File: src/core/tksync_pkg.sv
// Shared constants and types for the touch key suppression and sync block
package tksync_pkg;

    localparam int          NUM_CH          = 5;
    localparam int          SIG_W           = 8;
    localparam int          CLK_HZ          = 100_000_000;
    localparam int          TMO_SHORT_S     = 10;
    localparam int          TMO_LONG_S      = 60;
    localparam longint      TMO_SHORT_CYC   = longint'(TMO_SHORT_S) * longint'(CLK_HZ);
    localparam longint      TMO_LONG_CYC    = longint'(TMO_LONG_S) * longint'(CLK_HZ);
    localparam int          TMO_W           = 33;
    localparam int          BURST_CYC_DEF   = 16;
    localparam int          BURST_W         = 16;
    localparam logic        STRAP_LOW       = 1'b0;
    localparam logic        STRAP_HIGH      = 1'b1;

    typedef enum logic [1:0] {
        TKS_TMO_NONE  = 2'b00,
        TKS_TMO_SHORT = 2'b01,
        TKS_TMO_LONG  = 2'b10
    } tks_tmo_e;

    typedef struct packed {
        logic     toggle_mode;
        tks_tmo_e tmo_sel;
        logic     suppress_en;
        logic     drive_open;
    } tks_opt_s;

    localparam tks_opt_s OPT_RESET = '{toggle_mode: 1'b0, tmo_sel: TKS_TMO_NONE,
                                       suppress_en: 1'b0, drive_open: 1'b0};

    typedef enum logic [1:0] {
        TKS_WAIT_HIGH = 2'b00,
        TKS_BURST     = 2'b01,
        TKS_EVAL      = 2'b10
    } tks_seq_e;

endpackage : tksync_pkg

File: src/core/tksync_top.sv
// Option decode, global key suppression and alignment line sequencing
`timescale 1ns/100ps
//////////////////////////////////////////////////////////////////////////////////////////
module tksync_top
    import tksync_pkg::*;
#(
    parameter int               CH        = NUM_CH,
    parameter logic [TMO_W-1:0] SHORT_CYC = TMO_W'(TMO_SHORT_CYC),
    parameter logic [TMO_W-1:0] LONG_CYC  = TMO_W'(TMO_LONG_CYC),
    parameter int               BURST_CYC = BURST_CYC_DEF
) (
    input  wire logic             clk_i,
    input  wire logic             sys_rst_i,
    input  wire logic             mode_strap_a_i,
    input  wire logic             mode_strap_b_i,
    input  wire logic             key_suppress_enable_i,
    input  wire logic             output_drive_select_i,
    input  wire logic             align_line_i,
    output logic                  align_line_o,
    output logic                  align_line_oe_o,
    input  wire logic [SIG_W-1:0] ch_signal_i,
    input  wire logic             ch_detect_i,
    output logic [CH-1:0]         burst_active_o,
    output logic [CH-1:0]         key_out_o,
    output logic [CH-1:0]         drift_hold_o,
    output logic [CH-1:0]         recal_o,
    output logic                  toggle_mode_o,
    output logic                  drive_open_o
);
    //////////////////////////////////////////////////////////////////////////////////////
    // Local functions

    function automatic tks_opt_s decode_opt(input logic a, input logic b,
                                            input logic sup, input logic oc);
        tks_opt_s o;
        o             = OPT_RESET;
        o.suppress_en = sup;
        o.drive_open  = oc;
        unique case ({a, b})
            {STRAP_LOW, STRAP_HIGH}:  o.tmo_sel = TKS_TMO_SHORT;
            {STRAP_HIGH, STRAP_LOW}:  o.tmo_sel = TKS_TMO_LONG;
            {STRAP_HIGH, STRAP_HIGH}: begin
                o.tmo_sel     = TKS_TMO_SHORT;
                o.toggle_mode = 1'b1;
            end
            default:                  o.tmo_sel = TKS_TMO_NONE;
        endcase
        return o;
    endfunction : decode_opt

    // True when any key other than idx has a set bit
    function automatic logic any_other(input logic [CH-1:0] v, input int idx);
        logic r;
        r = 1'b0;
        for (int k = 0; k < CH; k++) begin
            if (k != idx && v[k]) begin
                r = 1'b1;
            end
        end
        return r;
    endfunction : any_other

    //////////////////////////////////////////////////////////////////////////////////////
    // Declarations

    tks_seq_e             seq_r;
    tks_opt_s             opt_r;
    logic [BURST_W-1:0]   burst_cnt_r;
    logic [2:0]           ch_idx_r;
    logic                 line_sync;
    logic [SIG_W-1:0]     sig_r [CH];
    logic [CH-1:0]        det_r;
    logic [CH-1:0]        active_r;
    logic [CH-1:0]        pending;
    logic [CH-1:0]        stronger;
    logic [CH-1:0]        expire;
    logic [CH-1:0]        toggle_state_r;
    logic [CH-1:0]        det_prev_r;
    logic [CH-1:0]        pass;
    logic [CH-1:0]        live;
    logic [CH-1:0]        stuck_r;

    //////////////////////////////////////////////////////////////////////////////////////
    // Alignment line input

    tksync_sync2 u_sync (
        .clk_i     (clk_i),
        .sys_rst_i (sys_rst_i),
        .d_i       (align_line_i),
        .q_o       (line_sync)
    );

    //////////////////////////////////////////////////////////////////////////////////////
    // Acquisition sequencer

    always_ff @(posedge clk_i) begin
        if (sys_rst_i) begin
            seq_r       <= TKS_WAIT_HIGH;
            burst_cnt_r <= '0;
            ch_idx_r    <= '0;
        end else begin
            unique case (seq_r)
                TKS_WAIT_HIGH: begin
                    if (line_sync) begin
                        seq_r       <= TKS_BURST;
                        ch_idx_r    <= '0;
                        burst_cnt_r <= '0;
                    end
                end
                TKS_BURST: begin
                    // One channel at a time, fixed order
                    if (burst_cnt_r == BURST_W'(BURST_CYC - 1)) begin
                        burst_cnt_r <= '0;
                        if (ch_idx_r == 3'(CH - 1)) begin
                            seq_r <= TKS_EVAL;
                        end else begin
                            ch_idx_r <= ch_idx_r + 3'd1;
                        end
                    end else begin
                        burst_cnt_r <= burst_cnt_r + BURST_W'(1);
                    end
                end
                TKS_EVAL: seq_r <= TKS_WAIT_HIGH;
                default:  seq_r <= TKS_WAIT_HIGH;
            endcase
        end
    end

    always_ff @(posedge clk_i) begin
        if (sys_rst_i) begin
            burst_active_o <= '0;
        end else begin
            for (int k = 0; k < CH; k++) begin
                burst_active_o[k] <= (seq_r == TKS_BURST) && (ch_idx_r == 3'(k));
            end
        end
    end

    // Open drain: only ever drive low; oe high means pulling
    // Same lag as burst_active_o, so the pull never overlaps the first burst
    always_ff @(posedge clk_i) begin
        if (sys_rst_i) begin
            align_line_o    <= 1'b0;
            align_line_oe_o <= 1'b0;
        end else begin
            align_line_o <= 1'b0;
            if (seq_r == TKS_BURST && ch_idx_r != 3'd0) begin
                align_line_oe_o <= 1'b1;
            end else begin
                align_line_oe_o <= 1'b0;
            end
        end
    end

    //////////////////////////////////////////////////////////////////////////////////////
    // Options, latched once per cycle

    always_ff @(posedge clk_i) begin
        if (sys_rst_i) begin
            opt_r <= OPT_RESET;
        end else if (seq_r == TKS_EVAL) begin
            opt_r <= decode_opt(mode_strap_a_i, mode_strap_b_i,
                                key_suppress_enable_i, output_drive_select_i);
        end
    end

    always_ff @(posedge clk_i) begin
        if (sys_rst_i) begin
            toggle_mode_o <= 1'b0;
            drive_open_o  <= 1'b0;
        end else begin
            toggle_mode_o <= opt_r.toggle_mode;
            drive_open_o  <= opt_r.drive_open;
        end
    end

    //////////////////////////////////////////////////////////////////////////////////////
    // Per channel result capture at end of each burst

    always_ff @(posedge clk_i) begin
        if (sys_rst_i) begin
            det_r <= '0;
            for (int k = 0; k < CH; k++) begin
                sig_r[k] <= '0;
            end
        end else if (seq_r == TKS_BURST && burst_cnt_r == BURST_W'(BURST_CYC - 1)) begin
            for (int k = 0; k < CH; k++) begin
                if (ch_idx_r == 3'(k)) begin
                    sig_r[k] <= ch_signal_i;
                    det_r[k] <= ch_detect_i;
                end
            end
        end
    end

    //////////////////////////////////////////////////////////////////////////////////////
    // Global suppression, local to this chip only

    always_comb begin
        for (int k = 0; k < CH; k++) begin
            // A key stuck past its timeout stays out until it reads clear
            live[k]    = det_r[k] && !stuck_r[k];
            pending[k] = live[k] && !active_r[k];
        end
        for (int k = 0; k < CH; k++) begin
            stronger[k] = 1'b0;
            for (int j = 0; j < CH; j++) begin
                // Ties favour the lower index so one key always wins
                if (j != k && pending[j] &&
                    (sig_r[j] > sig_r[k] || (sig_r[j] == sig_r[k] && j < k))) begin
                    stronger[k] = 1'b1;
                end
            end
        end
        for (int k = 0; k < CH; k++) begin
            pass[k] = live[k] && (!opt_r.suppress_en ||
                      active_r[k] ||
                      (!any_other(active_r, k) && !stronger[k]));
        end
    end

    //////////////////////////////////////////////////////////////////////////////////////
    // Stuck key timers

    for (genvar g = 0; g < CH; g++) begin : g_tmr
        tksync_timer #(
            .SHORT_CYC (SHORT_CYC),
            .LONG_CYC  (LONG_CYC)
        ) u_tmr (
            .clk_i     (clk_i),
            .sys_rst_i (sys_rst_i),
            .run_i     (active_r[g] && det_r[g]),
            .sel_i     (opt_r.tmo_sel),
            .expire_o  (expire[g])
        );
    end

    //////////////////////////////////////////////////////////////////////////////////////
    // Key state and outputs, updated in evaluation step and on timer expiry

    always_ff @(posedge clk_i) begin
        if (sys_rst_i) begin
            active_r       <= '0;
            stuck_r        <= '0;
            det_prev_r     <= '0;
            toggle_state_r <= '0;
            key_out_o      <= '0;
            recal_o        <= '0;
            drift_hold_o   <= '0;
        end else begin
            recal_o <= '0;
            for (int k = 0; k < CH; k++) begin
                if (expire[k]) begin
                    // Recal drops the detection; key must re-detect to re-arm
                    active_r[k] <= 1'b0;
                    stuck_r[k]  <= 1'b1;
                    recal_o[k]  <= 1'b1;
                    if (!opt_r.toggle_mode) begin
                        key_out_o[k] <= 1'b0;
                    end else begin
                        key_out_o[k] <= toggle_state_r[k];
                    end
                end else if (seq_r == TKS_EVAL) begin
                    active_r[k]     <= pass[k];
                    det_prev_r[k]   <= pass[k];
                    stuck_r[k]      <= stuck_r[k] && det_r[k];
                    drift_hold_o[k] <= det_r[k];
                    if (opt_r.toggle_mode) begin
                        if (pass[k] && !det_prev_r[k]) begin
                            toggle_state_r[k] <= !toggle_state_r[k];
                            key_out_o[k]      <= !toggle_state_r[k];
                        end else begin
                            key_out_o[k] <= toggle_state_r[k];
                        end
                    end else begin
                        key_out_o[k] <= pass[k];
                    end
                end
            end
        end
    end

endmodule : tksync_top

File: src/core/tksync_sync2.sv
// Two flop synchroniser for the alignment line
`timescale 1ns/100ps
module tksync_sync2
    import tksync_pkg::*;
(
    input  wire logic clk_i,
    input  wire logic sys_rst_i,
    input  wire logic d_i,
    output logic      q_o
);
    logic meta_r;

    always_ff @(posedge clk_i) begin
        if (sys_rst_i) begin
            meta_r <= 1'b1;
            q_o    <= 1'b1;
        end else begin
            meta_r <= d_i;
            q_o    <= meta_r;
        end
    end
endmodule : tksync_sync2

File: src/core/tksync_timer.sv
// Per channel stuck key timer
`timescale 1ns/100ps
module tksync_timer
    import tksync_pkg::*;
#(
    parameter logic [TMO_W-1:0] SHORT_CYC = TMO_W'(TMO_SHORT_CYC),
    parameter logic [TMO_W-1:0] LONG_CYC  = TMO_W'(TMO_LONG_CYC)
) (
    input  wire logic     clk_i,
    input  wire logic     sys_rst_i,
    input  wire logic     run_i,
    input  wire tks_tmo_e sel_i,
    output logic          expire_o
);
    logic [TMO_W-1:0] cnt_r;
    logic [TMO_W-1:0] limit;

    // Counted in clock cycles, so timeouts follow the oscillator
    always_comb begin
        unique case (sel_i)
            TKS_TMO_SHORT: limit = SHORT_CYC;
            TKS_TMO_LONG:  limit = LONG_CYC;
            default:       limit = '1;
        endcase
    end

    always_ff @(posedge clk_i) begin
        if (sys_rst_i || !run_i || sel_i == TKS_TMO_NONE) begin
            cnt_r    <= '0;
            expire_o <= 1'b0;
        end else if (cnt_r >= limit - TMO_W'(1)) begin
            cnt_r    <= '0;
            expire_o <= 1'b1;
        end else begin
            cnt_r    <= cnt_r + TMO_W'(1);
            expire_o <= 1'b0;
        end
    end
endmodule : tksync_timer

File: config.mk
export PLATFORM = sky130hd
export DESIGN_NAME = tksync_top
export DESIGN_NICKNAME = d
export VERILOG_FILES = /design/src/core/tksync_pkg.sv /design/src/core/tksync_top.sv /design/src/core/tksync_sync2.sv /design/src/core/tksync_timer.sv
export SDC_FILE = /design/constraint.sdc
export NUM_CORES = 1
export LEC_CHECK = 0
export ABC_AREA = 1
export BUFFER_PORTS_ARGS = -buffer_cell sky130_fd_sc_hd__buf_4
export CAP_MARGIN = 20
export CORE_MARGIN = 4
export CORE_UTILIZATION = 60
export CTS_CLUSTER_DIAMETER = 150
export DETAILED_ROUTE_END_ITERATION = 16
export GPL_TIMING_DRIVEN = 0
export PLACE_DENSITY = 0.74
export SLEW_MARGIN = 20
export SYNTH_ARGS = -nofsm -noshare
export SYNTH_HDL_FRONTEND = slang
export SYNTH_HIERARCHICAL = 1
export SYNTH_SLANG_ARGS = --single-unit
File: constraint.sdc
create_clock -name clk_i -period 5.6 [get_ports clk_i]
set_clock_uncertainty 0.1 [all_clocks]
set_input_delay 0.28 -clock clk_i [delete_from_list [all_inputs] [get_ports clk_i]]
set_output_delay 0.28 -clock clk_i [all_outputs]
set_load 0.005 [all_outputs]
# Word-level counts from Yosys, hierarchy flattened
# Memory sizes are Yosys's and may differ from the RTL's.
# Cells that the tools add are included.
# classes
addsub	8
order_cmp	25
n_eq_ne	26
mux	121
bitwise_logic	10
reduce_logical	167
# op_table
cell	count
adder 33 x 1 -> 33 bit (second input constant)	5
>= comparator 33 bit	5
> comparator 8 bit	20
2-to-1 mux 1 bit	103
equality test 8 bit	10
one-hot mux 33 bit (2 select lines)	1
logical AND 1 bit	62
2-to-1 mux 8 bit	5
zero test 1 bit	36
subtractor 33 x 1 -> 33 bit (second input constant)	1
2-to-1 mux 16 bit	2
one-hot mux 16 bit (2 select lines)	1
logical OR 1 bit	30
AND reduction 2 bit	11
OR reduction 2 bit	11
AND reduction 3 bit	6
adder 16 x 1 -> 16 bit (second input constant)	1
equality test 16 x 4 -> 1 bit (second input constant)	1
nonzero test 2 bit	6
2-to-1 mux 3 bit	3
equality test 2 bit (second input constant)	4
one-hot mux 2 bit (2 select lines)	2
equality test 2 x 1 -> 1 bit (second input constant)	3
equality test 3 x 2 -> 1 bit (second input constant)	2
13 further kinds	26
# totals
regBits	246
mem_bits_rw	40
input_bits	16
output_inout_bits	24
wordCells	417
n_memories	1
# memory_table
name	depth	word_bits	read_ports	rd_clocked_by_memory_dff	write_ports	line_no	text
sig_r	5	8	5	0	5	tksync_top.sv:71	logic [SIG_W-1:0] sig_r [CH];

# Longest topological paths before layout
# Gate-level depths: netlist of the first run.
# depth
ltp_word	17
ltp_mapped	17
mapped_depth_nobuf	17

# Cells and area by module
# Netlist of the first run, hierarchy kept.
# by_module_without_submodules
module	n_inst	cells_per_inst	area_per_inst_um2	seq_area_each_um2
tksync_timer (g_tmr[1].u_tmr ...)	4	354	2478.6	680.7
tksync_top	1	841	6847.8	2682.6
tksync_timer (g_tmr[0].u_tmr)	1	356	2479.9	680.7
tksync_sync2	1	7	58.8	40.0

# Worst setup path before layout of the first run
# Ideal clock, no wire load.
# synth_path
kind	reg2reg
startpoint	register opt_r[2] in the netlist's numbering
endpoint	register g_tmr[1].u_tmr.cnt_r[0]
setup_ps	118
t_arrival_ps	2311
path_slack_ps	3071
stages_incl_launch_ff	15
path_buffers	1
cell_sequence	dfxtp_1 inv_1 ha_1 inv_1 a21oi_1 ha_1 a21boi_0 nand2_1 nand3_1 nand2_1 nand2_1 nand2_1 nand3_4 buf_6 nor2_2
# synth_between
elab_chain_cells	5
elab_cells_between_ends	8
cone_classes	add/sub: 1; order compare: 1; eq/ne: 2; mux: 1; reduce/logical: 3
# synth_rtl
element	line_no	text
start, declared	tksync_top.sv:67	tks_opt_s opt_r;
start signal, assigned	tksync_top.sv:162	opt_r <= decode_opt(mode_strap_a_i, mode_strap_b_i,
equality test 2 bit or equality test 2 x 1 -> 1 bit (tied branches)	tksync_timer.sv:20	unique case (sel_i)
one-hot mux 33 bit (2 select lines)	tksync_timer.sv:20	
subtractor 33 x 1 -> 33 bit	tksync_timer.sv:31	end else if (cnt_r >= limit - TMO_W'(1)) begin
>= comparator 33 bit	tksync_timer.sv:31	
OR reduction 2 bit (no line) *	n/a	
end signal, assigned	tksync_timer.sv:35	cnt_r <= cnt_r + TMO_W'(1);
end, declared	tksync_timer.sv:15	logic [TMO_W-1:0] cnt_r;
# Every way passes the cells marked *; elsewhere a longest branch is shown, timed or not.
# A chain may end at the register's enable or synchronous reset.

# Worst setup path after layout of the first run
# layout_path
startpoint	register opt_r[2] in the netlist's numbering
endpoint	register g_tmr[4].u_tmr.cnt_r[8]
# layout_between
elab_chain_cells	5
elab_cells_between_ends	8
cone_classes	add/sub: 1; order compare: 1; eq/ne: 2; mux: 1; reduce/logical: 3
# layout_rtl
element	line_no
equality test 2 bit or equality test 2 x 1 -> 1 bit (tied branches)	tksync_timer.sv:20
one-hot mux 33 bit (2 select lines)	tksync_timer.sv:20
subtractor 33 x 1 -> 33 bit	tksync_timer.sv:31
>= comparator 33 bit	tksync_timer.sv:31
OR reduction 2 bit (no line) *	n/a
end signal, assigned	tksync_timer.sv:35
end, declared	tksync_timer.sv:15
# Marked as above.

==> out/results.env, run 1 <==
CLKLATENCYLATEPIN_NS=0.52
POSTSYNTH.TOPFLOPCELL='sky130_fd_sc_hd__dfxtp_1'
FINISH_STAGE_SETUP_VIOLS=0
SETUP-TNS-FINAL_NS=0
CRITICAL_PATH.ENDPOINT_TYPE='flop'
GRT_FIRST_PASS_WIRELENGTH_MICRONS=80500
CTS-RESIZED-GATES=0
TRITONCTS.NUM_BUFFERS=35
SYNTHTOPCELLSBYAREA='sky130_fd_sc_hd__dfxtp_1, sky130_fd_sc_hd__ha_1, sky130_fd_sc_hd__nand2_1'
DRTANTENNAVIOLNETS=0
PIN_COUNT_OF_THE_BIGGEST_NET_ENTERING_GLOBAL_ROUTING=17
DRT_WL_TOTAL_MICRONS=48830
RSZ0062_AT_GRT='no'
SYNTHDOMINANTCELLAREASHARE_PCT=25.52
FINISH.CELL_COUNT_WITHOUT_FILLERS=3132
FINAL_UTIL_PCT=67.56
WORSTMARGINPINSLEW_NS=0.9032
CRITICALPATHCATEGORY='reg2reg'
SYNTH_ASYNC_SR_FLOP_SHARE_PCT=0
CRITPATHMAXFANOUT=16
DR.FIRST_ITER.DRC_COUNT=1241
NUMBER_OF_MAX_SLEW_VIOLATIONS_IN_THE_FINAL_REPORT=0
HOLD_PATH.CLASS='in2reg'
SYNTH.LARGEST_AREA_CELL='sky130_fd_sc_hd__dfxtp_1'
GRT_ANTENNA_BEFORE_REPAIR=0
CELLLEAKAGEPOWER_uW=0.008585
POST_SYNTH_INSTANCE_AREA_SQ_UM=19300
CP_DATA_REQUIRED_TIME_NS=5.91
CORE-AREA_SQ_UM=31640
BUFFERS_FROM_CLOCK_ROOT_TO_SINK_AT_MOST=3
NETLIST-CELL-TYPE-COUNT=57
FIRST_GLOBAL_VIAS=16350
DESIGN.DIE.AREA_SQ_UM=35100
CP_DATA_ARRIVAL_TIME_NS=3.54
SYN_AREA_PER_CELL_SQ_UM=7.367
MULTI_INPUT_COMB_AREA_SQ_UM=11570
FF_LATCH_AREA_SQ_UM=6126
SYN-INSTANCE-COUNT=2620
VIAS_AFTER_DETAILED_ROUTING=16848
FLOORPLAN.INITIALDENSITY_PCT=61.01
RUN_STATUS='completed'
POWER.DENSITY_nW_PER_UM2=215.8
CTS.CLK_SLEW.WORST_PATHS_NS=0.06
FLOORPLAN.IO_PINS=40
SYNTH.YOSYS.SEQ_AREA_SHARE_PCT=31.74
FINAL_MIN_PERIOD_OVER_CLOCK_PERIOD_PCT=57.74
POST-ROUTE-DRC-COUNT=0
DIE_H_MICRONS=187.4
SYN2LAYOUT_AREA_GROWTH_PCT=10.74
TRACK_USAGE_PCT=27.46
PROPORTION_OF_LAYOUT_CELLS_WITH_A_DRIVE_SUFFIX_ABOVE_1_PCT=13.34
CTS.HTREE.LEVELS=2
FP.DIEW_MICRONS=187.4
CLOCK_SINK_COUNT=286
PORT_BUFFERS=38
N_FILL_CELL=2791
GR-TOTAL-OVERFLOW=0
DESIGN.FINAL.NETS=2920
CLOCK_TREE_FROM_TRITONCTS='yes'
HOLD_VIOL=0
YOSYS_WARNINGS=6
POSTSYNTHNETCOUNT=2837
SYNTH.TOP_CELLS.BY_COUNT='sky130_fd_sc_hd__nand2_1, sky130_fd_sc_hd__inv_1, sky130_fd_sc_hd__nor2_1'
PLACE.DETAILED.HPWL_MICRONS=37780
MAX_SLEW_MARGIN_PCT=39.38
DETAILEDROUTE.FIRSTPASSITERATIONCOUNT=6
ROUTEDWLPERCELL_MICRONS=15.59
PLACEDCELLCOUNT=3061
CRIT_PATH_TIME_FINAL_NS=3.234
CAP_VIOLATIONS=0
STD_CELL_ROWS=65
START_KIND='flop'
SYNTH_EDF_COUNT=40
ROUTED_VIA_DENSITY=5.379
WORST_IR_DROP_VDD_V=0.0002595
SYNTH.FF_LATCH_COUNT=286
SYNTH.MOST_COMMON_CELL='sky130_fd_sc_hd__nand2_1'
TIMING.FMAX_MHz=309.2
CLOCKROOTBUFFER='sky130_fd_sc_hd__clkbuf_16'
GP_CONGESTION=0.9661
TIMING.HOLD.WS_NS=0.01114
[cells in the final DEF, fill, tap and decap left out, types with 5 or more instances in the layout]
cell type,count
sky130_fd_sc_hd__a21o_1,8
sky130_fd_sc_hd__inv_2,14
sky130_fd_sc_hd__inv_1,343
sky130_fd_sc_hd__dfxtp_1,246
sky130_fd_sc_hd__xor2_1,87
sky130_fd_sc_hd__nor3_1,60
sky130_fd_sc_hd__nand3b_1,11
sky130_fd_sc_hd__nand4_1,75
sky130_fd_sc_hd__dlygate4sd3_1,7
sky130_fd_sc_hd__a21oi_1,91
sky130_fd_sc_hd__buf_4,40
sky130_fd_sc_hd__xnor2_1,68
sky130_fd_sc_hd__ha_1,201
sky130_fd_sc_hd__nor3_2,9
sky130_fd_sc_hd__o211ai_1,7
sky130_fd_sc_hd__nor4_1,11
sky130_fd_sc_hd__a31oi_1,9
sky130_fd_sc_hd__nand3_1,138
sky130_fd_sc_hd__clkinv_2,6
sky130_fd_sc_hd__nor2_2,164
sky130_fd_sc_hd__edfxtp_1,40
sky130_fd_sc_hd__or2_2,9
sky130_fd_sc_hd__o21ai_0,26
sky130_fd_sc_hd__o21a_1,7
sky130_fd_sc_hd__clkbuf_16,38
sky130_fd_sc_hd__a21oi_2,5
sky130_fd_sc_hd__nor2_1,320
sky130_fd_sc_hd__clkbuf_8,5
sky130_fd_sc_hd__buf_6,16
sky130_fd_sc_hd__o21ai_1,9
sky130_fd_sc_hd__clkbuf_1,16
sky130_fd_sc_hd__nand2_2,9
sky130_fd_sc_hd__a21boi_0,8
sky130_fd_sc_hd__nor2_4,13
sky130_fd_sc_hd__nand2_1,558
[timing repair]
action                    CTS  global route
setup buffers               0             0
hold endpoints to repair    8             0
hold buffers                7             0
[path summary, 6_finish.rpt]
check	from	to	slack [ns]	cells past startpoint
worst max-delay path	opt_r[2]	g_tmr[4].u_tmr/cnt_r[8]	2.37	14
worst min-delay path	ch_signal_i[6]	sig_r[0][38]	0.01	3
worst max register to register	opt_r[2]	g_tmr[4].u_tmr/cnt_r[8]	2.37	14
worst min register to register	u_sync/meta_r	u_sync/q_o	0.33	2
[registers in the layout (all words and copies together) (netlist names)]
name,flops
active_r,5
key_out_o,5
recal_o,5
burst_active_o,5
det_prev_r,5
sig_r,40
opt_r,5
g_tmr.u_tmr/cnt_r,165
toggle_mode_o,1
u_sync/meta_r,1
drift_hold_o,5
det_r,5
u_sync/q_o,1
g_tmr.u_tmr/expire_o,5
burst_cnt_r,16
ch_idx_r,3
toggle_state_r,5
drive_open_o,1
stuck_r,5
seq_r,2
align_line_oe_o,1
[through the flow]
step / worst slack [ns] / instance area, sq um / power, uW
6_report: 2.366 / 21370 / 4613
5_1_grt: 2.055 / 21370 / 4771
4_1_cts: 2.398 / 21370 / 4652
3_5_place_dp: 2.409 / 20100 / 2309
3_3_place_gp: 2.453 / 20090 / 2302
2_1_floorplan: 3.071 / 19300 / 2255
[power by group]
group	internal, uW	leakage (uW)	switching [uW]
logic	62.5	0.00561	101
clock network	1440	0.000585	903
registers	2090	0.00239	13.1
total	3600	0.00859	1020
[logic make-up after synthesis]
| group | share of synthesized area (%) |
|---|---|
| DFF | 31.74 |
| adders and majority gates | 13.03 |
| other | 0.01943 |
| buffers and inverters | 8.363 |
| AOI/OAI and AO/OA | 5.595 |
| xor gates and xnor gates | 7.034 |
| and+or+nand+nor | 34.22 |
[worst max-delay path, stage by stage, from the launching register on]
cell and delay (ns):
sky130_fd_sc_hd__dfxtp_1 0.79, sky130_fd_sc_hd__inv_1 0.15, sky130_fd_sc_hd__ha_1 0.50, sky130_fd_sc_hd__inv_1 0.11
sky130_fd_sc_hd__a21oi_1 0.07, sky130_fd_sc_hd__ha_1 0.32, sky130_fd_sc_hd__a21boi_0 0.26, sky130_fd_sc_hd__nand2_1 0.08
sky130_fd_sc_hd__nand3_1 0.08, sky130_fd_sc_hd__nand2_1 0.05, sky130_fd_sc_hd__nand2_1 0.09, sky130_fd_sc_hd__nand2_1 0.11
sky130_fd_sc_hd__nand3_4 0.16, sky130_fd_sc_hd__buf_6 0.21, sky130_fd_sc_hd__nor2_2 0.05
[final cells by class]
class	instances	share of cell area [%]
Antenna cell	1	0.01171
Buffer	31	1.212
Clock buffer	49	4.882
Clock inverter	14	0.7317
Inverter	359	6.340
Multi-Input combinational cell	1944	54.11
Sequential cell	286	28.66
Tap cell	402	2.353
Timing Repair Buffer	46	1.698
[layer usage]
metal	vias up	global-route usage (%)	share of wire (%)	wire length (microns)
met5	-	0	0	0
met4	0	9.158	3.2	1571
met2	436	45.98	47	22710
met3	109	4.498	5.2	2553
li1	8595	-	-	-
met1	7708	36.23	45	21990
(Power assumes the default switching activity.)
==> run 2, diff against run 1 <==
- CORE_UTILIZATION: 60 -> 58
- PLACE_DENSITY: 0.74 -> 0.75
- clock period: 5.6 -> 2.7 ns (I/O delays scaled with it)
==> out/results.env, run 2 (same netlist as run 1, synthesis figures left out) <==
TRACK_USAGE_PCT=26.58
PIN_COUNT_OF_THE_BIGGEST_NET_ENTERING_GLOBAL_ROUTING=14
LARGEST_REGISTER_FFS=165
POWER.SHARE.COMBINATIONAL_PCT=3.8
POST-ROUTE-DRC-COUNT=0
HOLD_PATH.CLASS='reg2reg'
START_KIND='flop'
PORT_BUFFERS=38
ROUTEDWLPERCELL_MICRONS=15.42
CLOCKROOTBUFFER='sky130_fd_sc_hd__clkbuf_16'
WORSTMARGINPINSLEW_NS=0.8015
CP_DATA_ARRIVAL_TIME_NS=2.94
DRTANTENNAVIOLNETS=0
CLOCK_SINK_COUNT=286
CRIT_TOP_CELL='sky130_fd_sc_hd__nand2_1'
DR.FIRST_ITER.DRC_COUNT=1184
CLOCKPOWERSHARE_PCT=48.9
BUFFERS_FROM_CLOCK_ROOT_TO_SINK_AT_MOST=3
PLACE.DETAILED.HPWL_MICRONS=37810
CAP_VIOLATIONS=0
GRT_ANTENNA_BEFORE_REPAIR=3
CELLLEAKAGEPOWER_uW=0.008677
FINISH_STAGE_SETUP_VIOLS=0
RUN_STATUS='completed'
P_TOTAL_uW=9219
GR-TOTAL-OVERFLOW=0
REGISTER_RANKED_FIRST_BY_FLIP_FLOP_COUNT='g_tmr.u_tmr/cnt_r'
CLOCK_TREE_FROM_TRITONCTS='yes'
ROUTED_VIA_DENSITY=5.350
FP.DIEW_MICRONS=190.4
GRT_FIRST_PASS_WIRELENGTH_MICRONS=79630
FIRST_GLOBAL_VIAS=16497
SEQPWRFRAC_PCT=47.3
FLOORPLAN.INITIALDENSITY_PCT=59.02
WORST_IR_DROP_VDD_V=0.0006063
SYN2LAYOUT_AREA_GROWTH_PCT=12.80
CRITICAL_PATH.MAX_STAGE_DELAY_NS=0.44
FINAL_MIN_PERIOD_OVER_CLOCK_PERIOD_PCT=97.70
POWER.DENSITY_nW_PER_UM2=423.4
CRIT_PATH_TIME_FINAL_NS=2.638
FINAL_UTIL_PCT=66.58
TIMING.FMAX_MHz=379.1
CELL_INTERNAL_PWR_uW=7220
LAYOUT_COMMON_CELLS='sky130_fd_sc_hd__nand2_1, sky130_fd_sc_hd__inv_1, sky130_fd_sc_hd__nor2_1'
STD_CELL_ROWS=66
MAX_SLEW_MARGIN_PCT=46.16
LARGEST_REGISTERS='g_tmr.u_tmr/cnt_r: 165 flops, sig_r: 40 flops, burst_cnt_r: 16 flops'
POWER_SWITCHING_uW=1999
GP_CONGESTION=0.9679
DESIGN.FINAL.NETS=2941
CLKLATENCYLATEPIN_NS=0.52
SWITCHING_SHARE_PCT=21.68
TRITONCTS.NUM_BUFFERS=34
RSZ0062_AT_GRT='yes'
LAYOUT_COMMONEST_CELL='sky130_fd_sc_hd__nand2_1'
CORE-AREA_SQ_UM=32700
CP_SLOWEST_CELL='sky130_fd_sc_hd__dfxtp_4'
FLOORPLAN.IO_PINS=40
DESIGN.DIE.AREA_SQ_UM=36260
CTS.HTREE.LEVELS=2
CTS.CLK_SLEW.WORST_PATHS_NS=0.06
CP_CELL_SEQUENCE='buf_6 -> ha_2 -> a21oi_1 -> ha_1 -> a21boi_1 -> nand2_1 -> nand3_1 -> nand2_1 -> nand2_1 -> nand2_1 -> nand3_4 -> clkbuf_16 -> nor2_2'
N_FILL_CELL=2835
CRITICAL_PATH.ENDPOINT_TYPE='flop'
HOLD_VIOL=0
NUMBER_OF_MAX_SLEW_VIOLATIONS_IN_THE_FINAL_REPORT=0
DETAILEDROUTE.FIRSTPASSITERATIONCOUNT=6
CRITPATHMAXFANOUT=8
CP_DATA_REQUIRED_TIME_NS=3.00
DIE_H_MICRONS=190.4
CRITICALPATHCATEGORY='reg2reg'
PROPORTION_OF_LAYOUT_CELLS_WITH_A_DRIVE_SUFFIX_ABOVE_1_PCT=14.31
DRT_WL_TOTAL_MICRONS=49220
VIAS_AFTER_DETAILED_ROUTING=17078
[run 2: changes by cell type in the layout (fill, tap and decap cells not counted), moves of 4 or more]
cell	previous run	this run
sky130_fd_sc_hd__a21boi_1	0	4
sky130_fd_sc_hd__a21boi_0	8	4
sky130_fd_sc_hd__ha_1	201	181
sky130_fd_sc_hd__ha_2	0	8
sky130_fd_sc_hd__ha_4	0	12
sky130_fd_sc_hd__dlygate4sd3_1	7	17
sky130_fd_sc_hd__buf_8	0	4
sky130_fd_sc_hd__buf_4	40	48
[run 2: worst paths after layout]
kind | from | to | slack (ns) | depth (start not counted)
setup / recovery | opt_r[2] | g_tmr[2].u_tmr/cnt_r[11] | 0.06 | 13
hold / removal | u_sync/meta_r | u_sync/q_o | 0.31 | 2
setup reg to reg | opt_r[2] | g_tmr[2].u_tmr/cnt_r[11] | 0.06 | 13
hold reg to reg | u_sync/meta_r | u_sync/q_o | 0.31 | 2
[run 2: power groups by stage]
| stage | Clock, uW | Sequential (uW) | Combinational [uW] |
|---|---|---|---|
| 6_report | 4500 | 4360 | 350 |
| 5_1_grt | 4790 | 4370 | 394 |
| 4_1_cts | 4610 | 4360 | 351 |
| 3_5_place_dp | 0 | 4460 | 330 |
| 3_3_place_gp | 0 | 4460 | 311 |
| 2_1_floorplan | 0 | 4450 | 228 |
[run 2: metrics by stage]
step                cells  hold slack (ns)  TNS (ns)  worst slack [ns]  area, sq um
global route         3191           0.3293    -3.477          -0.06713        21770
CTS                  3180           0.3136         0           0.01447        21480
detailed placement   3101           0.2254    -79.92           -0.5630        20150
finish               3192           0.3080         0           0.06212        21770
floorplan            2620           0.1185         0            0.1712        19300
global placement     3100           0.2140    -62.89           -0.4194        20140
[run 2: worst max-delay path, delay by kind of cell, from the launching register on]
family                   cells  cell delay, ns
AO/OA/AOI/OAI                2            0.34
flip-flops                   1            0.44
AND/OR/NAND/NOR              7            0.65
buffers and inverters        2            0.38
adder cells (fa/ha/maj)      2            0.60
[run 2: what timing repair did]
| action | 4_1_cts | 5_1_grt |
|---|---|---|
| hold buffers | 17 | 0 |
| pin swaps | 0 | 1 |
| setup buffers | 3 | 8 |
| endpoints found under the hold margin | 55 | 0 |
| gates cloned | 0 | 1 |
| setup endpoints to repair | 170 | 158 |
| gates resized for setup | 12 | 39 |
[run 2: layout make-up]
cell class	instances	area, sq um	area share [%]
Multi-Input combinational cell	1944	11740	53.94
Buffer	31	282.8	1.299
Tap cell	442	553.0	2.540
Timing Repair Buffer	68	590.6	2.712
Sequential cell	286	6133	28.17
Antenna cell	3	7.507	0.03448
Clock inverter	9	71.32	0.3276
Inverter	359	1355	6.224
Clock buffer	50	1035	4.753
[run 2: routing by layer]
layer	vias to the layer above	wire length (microns)	GRT usage [%]
met1	7843	21570	34.74
met4	0	1462	9.116
met5	-	0	0
met3	92	3067	4.174
met2	486	23130	44.91
li1	8657	-	-
==> run 3, diff against run 2 <==
- RECOVER_POWER: unset -> 100
==> out/results.env, run 3 (same netlist as run 1, synthesis figures left out) <==
FINAL_MIN_PERIOD_OVER_CLOCK_PERIOD_PCT=97.71
LAYOUT_COMMON_CELLS='sky130_fd_sc_hd__nand2_1, sky130_fd_sc_hd__inv_1, sky130_fd_sc_hd__nor2_1'
GLOBAL_ROUTE.USAGE.MET2_PCT=44.91
LAYOUT_COMMONEST_CELL='sky130_fd_sc_hd__nand2_1'
CTS.CLK_SLEW.WORST_PATHS_NS=0.06
PLACE.DETAILED.HPWL_MICRONS=37810
PIN_COUNT_OF_THE_BIGGEST_NET_ENTERING_GLOBAL_ROUTING=14
REGISTER_RANKED_FIRST_BY_FLIP_FLOP_COUNT='g_tmr.u_tmr/cnt_r'
GR-TOTAL-OVERFLOW=0
CLOCKROOTBUFFER='sky130_fd_sc_hd__clkbuf_16'
TIMING.FMAX_MHz=379.0
CRIT_PATH_TIME_FINAL_NS=2.638
CTS.HTREE.LEVELS=2
GR-USAGE-MET1_PCT=34.74
P_TOTAL_uW=9197
GRT_FIRST_PASS_WIRELENGTH_MICRONS=79630
HOLD_VIOL=0
DESIGN.DIE.AREA_SQ_UM=36260
TIMING.HOLD.WS_NS=0.3080
WORSTMARGINPINSLEW_NS=0.7936
WORST_R2R_PATH_DEPTH=13
DIE_H_MICRONS=190.4
SEQPWRFRAC_PCT=47.5
PROPORTION_OF_LAYOUT_CELLS_WITH_A_DRIVE_SUFFIX_ABOVE_1_PCT=13.40
FIRST_GLOBAL_VIAS=16497
FINISH.CELL_COUNT_WITHOUT_FILLERS=3192
FLOORPLAN.IO_PINS=40
FP.DIEW_MICRONS=190.4
WORSTHOLDENDPOINT='u_sync/q_o'
NUMBER_OF_MAX_SLEW_VIOLATIONS_IN_THE_FINAL_REPORT=0
CRITICAL_PATH.REG2REG.ENDPOINT='g_tmr[2].u_tmr/cnt_r[11]'
ROUTED_VIA_DENSITY=5.352
GRT_ANTENNA_BEFORE_REPAIR=3
WORST_IR_DROP_VDD_V=0.0006068
CELL_INTERNAL_PWR_uW=7209
DR.FIRST_ITER.DRC_COUNT=1192
CRITICAL_PATH.REG2REG.STARTPOINT='opt_r[2]'
CLOCK_TREE_FROM_TRITONCTS='yes'
DESIGN.FINAL.NETS=2941
CELLLEAKAGEPOWER_uW=0.008617
FLOORPLAN.INITIALDENSITY_PCT=59.02
SWITCHING_SHARE_PCT=21.61
CLKLATENCYLATEPIN_NS=0.52
CAP_VIOLATIONS=0
POWER_SWITCHING_uW=1988
POWER.SHARE.COMBINATIONAL_PCT=3.6
TRITONCTS.NUM_BUFFERS=34
CRITICALPATHCATEGORY='reg2reg'
START_KIND='flop'
MIN-DELAY-START='u_sync/meta_r'
SYN2LAYOUT_AREA_GROWTH_PCT=12.19
BUFFERS_FROM_CLOCK_ROOT_TO_SINK_AT_MOST=3
POST-ROUTE-DRC-COUNT=0
CLOCKPOWERSHARE_PCT=48.9
CLOCK_SINK_COUNT=286
CP_DATA_REQUIRED_TIME_NS=3.00
CRITICAL_PATH.ENDPOINT_TYPE='flop'
PORT_BUFFERS=38
DRTANTENNAVIOLNETS=0
POWER.DENSITY_nW_PER_UM2=424.7
RUN_STATUS='completed'
CORE-AREA_SQ_UM=32700
FINISH_STAGE_SETUP_VIOLS=0
VIAS_AFTER_DETAILED_ROUTING=17083
GLOBAL_ROUTE.USAGE.MET3_PCT=4.174
CP_DATA_ARRIVAL_TIME_NS=2.94
LARGEST_REGISTERS='g_tmr.u_tmr/cnt_r: 165 flops, sig_r: 40 flops, burst_cnt_r: 16 flops'
STD_CELL_ROWS=66
PLACEDCELLCOUNT=3101
GLOBAL_ROUTE.PEAK_USAGE_LAYER='met2'
RRSETUPSLACK_NS=0.06
ROUTEDWLPERCELL_MICRONS=15.43
TRACK_USAGE_PCT=26.58
DRT_WL_TOTAL_MICRONS=49250
CRITPATHMAXFANOUT=8
MAX_SLEW_MARGIN_PCT=46.68
HOLD_PATH.CLASS='reg2reg'
WORSTHOLDPATHCELLS=2
RSZ0062_AT_GRT='yes'
GP_CONGESTION=0.9679
LARGEST_REGISTER_FFS=165
DETAILEDROUTE.FIRSTPASSITERATIONCOUNT=6
-- run 3: metrics by stage --
| stage | instance area (sq um) | util (%) | setup TNS [ns] | setup WS (ns) |
|---|---|---|---|---|
| after global placement | 20140 | 61.59 | -62.89 | -0.4194 |
| final | 21650 | 66.22 | 0 | 0.06171 |
| after CTS | 21480 | 65.69 | 0 | 0.01447 |
| after floorplan | 19300 | - | 0 | 0.1712 |
| after detailed placement | 20150 | 61.62 | -79.92 | -0.5630 |
| after global routing | 21650 | 66.21 | -3.627 | -0.06713 |
-- run 3: worst max-delay path by stage --
stage / from / end / slack [ns]
after floorplan: opt_r[2] / g_tmr[1].u_tmr/cnt_r[0] / 0.17
after global placement: opt_r[2] / g_tmr[2].u_tmr/cnt_r[12] / -0.42
after detailed placement: opt_r[2] / g_tmr[2].u_tmr/cnt_r[7] / -0.56
after CTS: opt_r[2] / g_tmr[1].u_tmr/cnt_r[13] / 0.01
after global routing: opt_r[2] / g_tmr[3].u_tmr/cnt_r[14] / -0.07
final: opt_r[2] / g_tmr[2].u_tmr/cnt_r[11] / 0.06
-- run 3: per-layer routing --
metal	part of all wire, %	wire length (microns)	up-vias
met5	0	0	-
met4	2.8	1362	0
met3	6.4	3151	87
met2	47	23170	506
met1	44	21570	7830
li1	-	-	8660
-- run 3: repair_timing --
action / 4_1_cts / 5_1_grt
endpoints found under the setup margin: 170 / 158
cloned: 0 / 1
hold buffers: 17 / 0
pin swaps: 0 / 1
resized for setup: 12 / 39
hold endpoints to repair: 55 / 0
buffers inserted: 3 / 8
-- run 3: area by class of cell --
type                            instances  area [sq um]
Clock buffer                           50          1035
Fill cell                            2855         11050
Multi-Input combinational cell       1944         11670
Sequential cell                       286          6133
Timing Repair Buffer                   68         573.1
Antenna cell                            3         7.507
Clock inverter                          9         71.32
Tap cell                              442         553.0
Inverter                              359          1349
Buffer                                 31         262.8
-- run 3: critical path: stages (launching register included) --
cell and delay, ns:
sky130_fd_sc_hd__dfxtp_4 0.44, sky130_fd_sc_hd__buf_6 0.19, sky130_fd_sc_hd__ha_2 0.27, sky130_fd_sc_hd__a21oi_1 0.10, sky130_fd_sc_hd__ha_1 0.33, sky130_fd_sc_hd__a21boi_1 0.24
sky130_fd_sc_hd__nand2_1 0.08, sky130_fd_sc_hd__nand3_1 0.07, sky130_fd_sc_hd__nand2_1 0.05, sky130_fd_sc_hd__nand2_1 0.07, sky130_fd_sc_hd__nand2_1 0.12, sky130_fd_sc_hd__nand3_4 0.22
sky130_fd_sc_hd__clkbuf_16 0.20, sky130_fd_sc_hd__nor2_2 0.04
-- run 3: power groups by stage --
stage	Combinational, uW	Clock, uW	Sequential [uW]
CTS	351	4610	4360
global placement	311	0	4460
global route	375	4790	4370
detailed placement	330	0	4460
floorplan	228	0	4450
finish	332	4500	4360
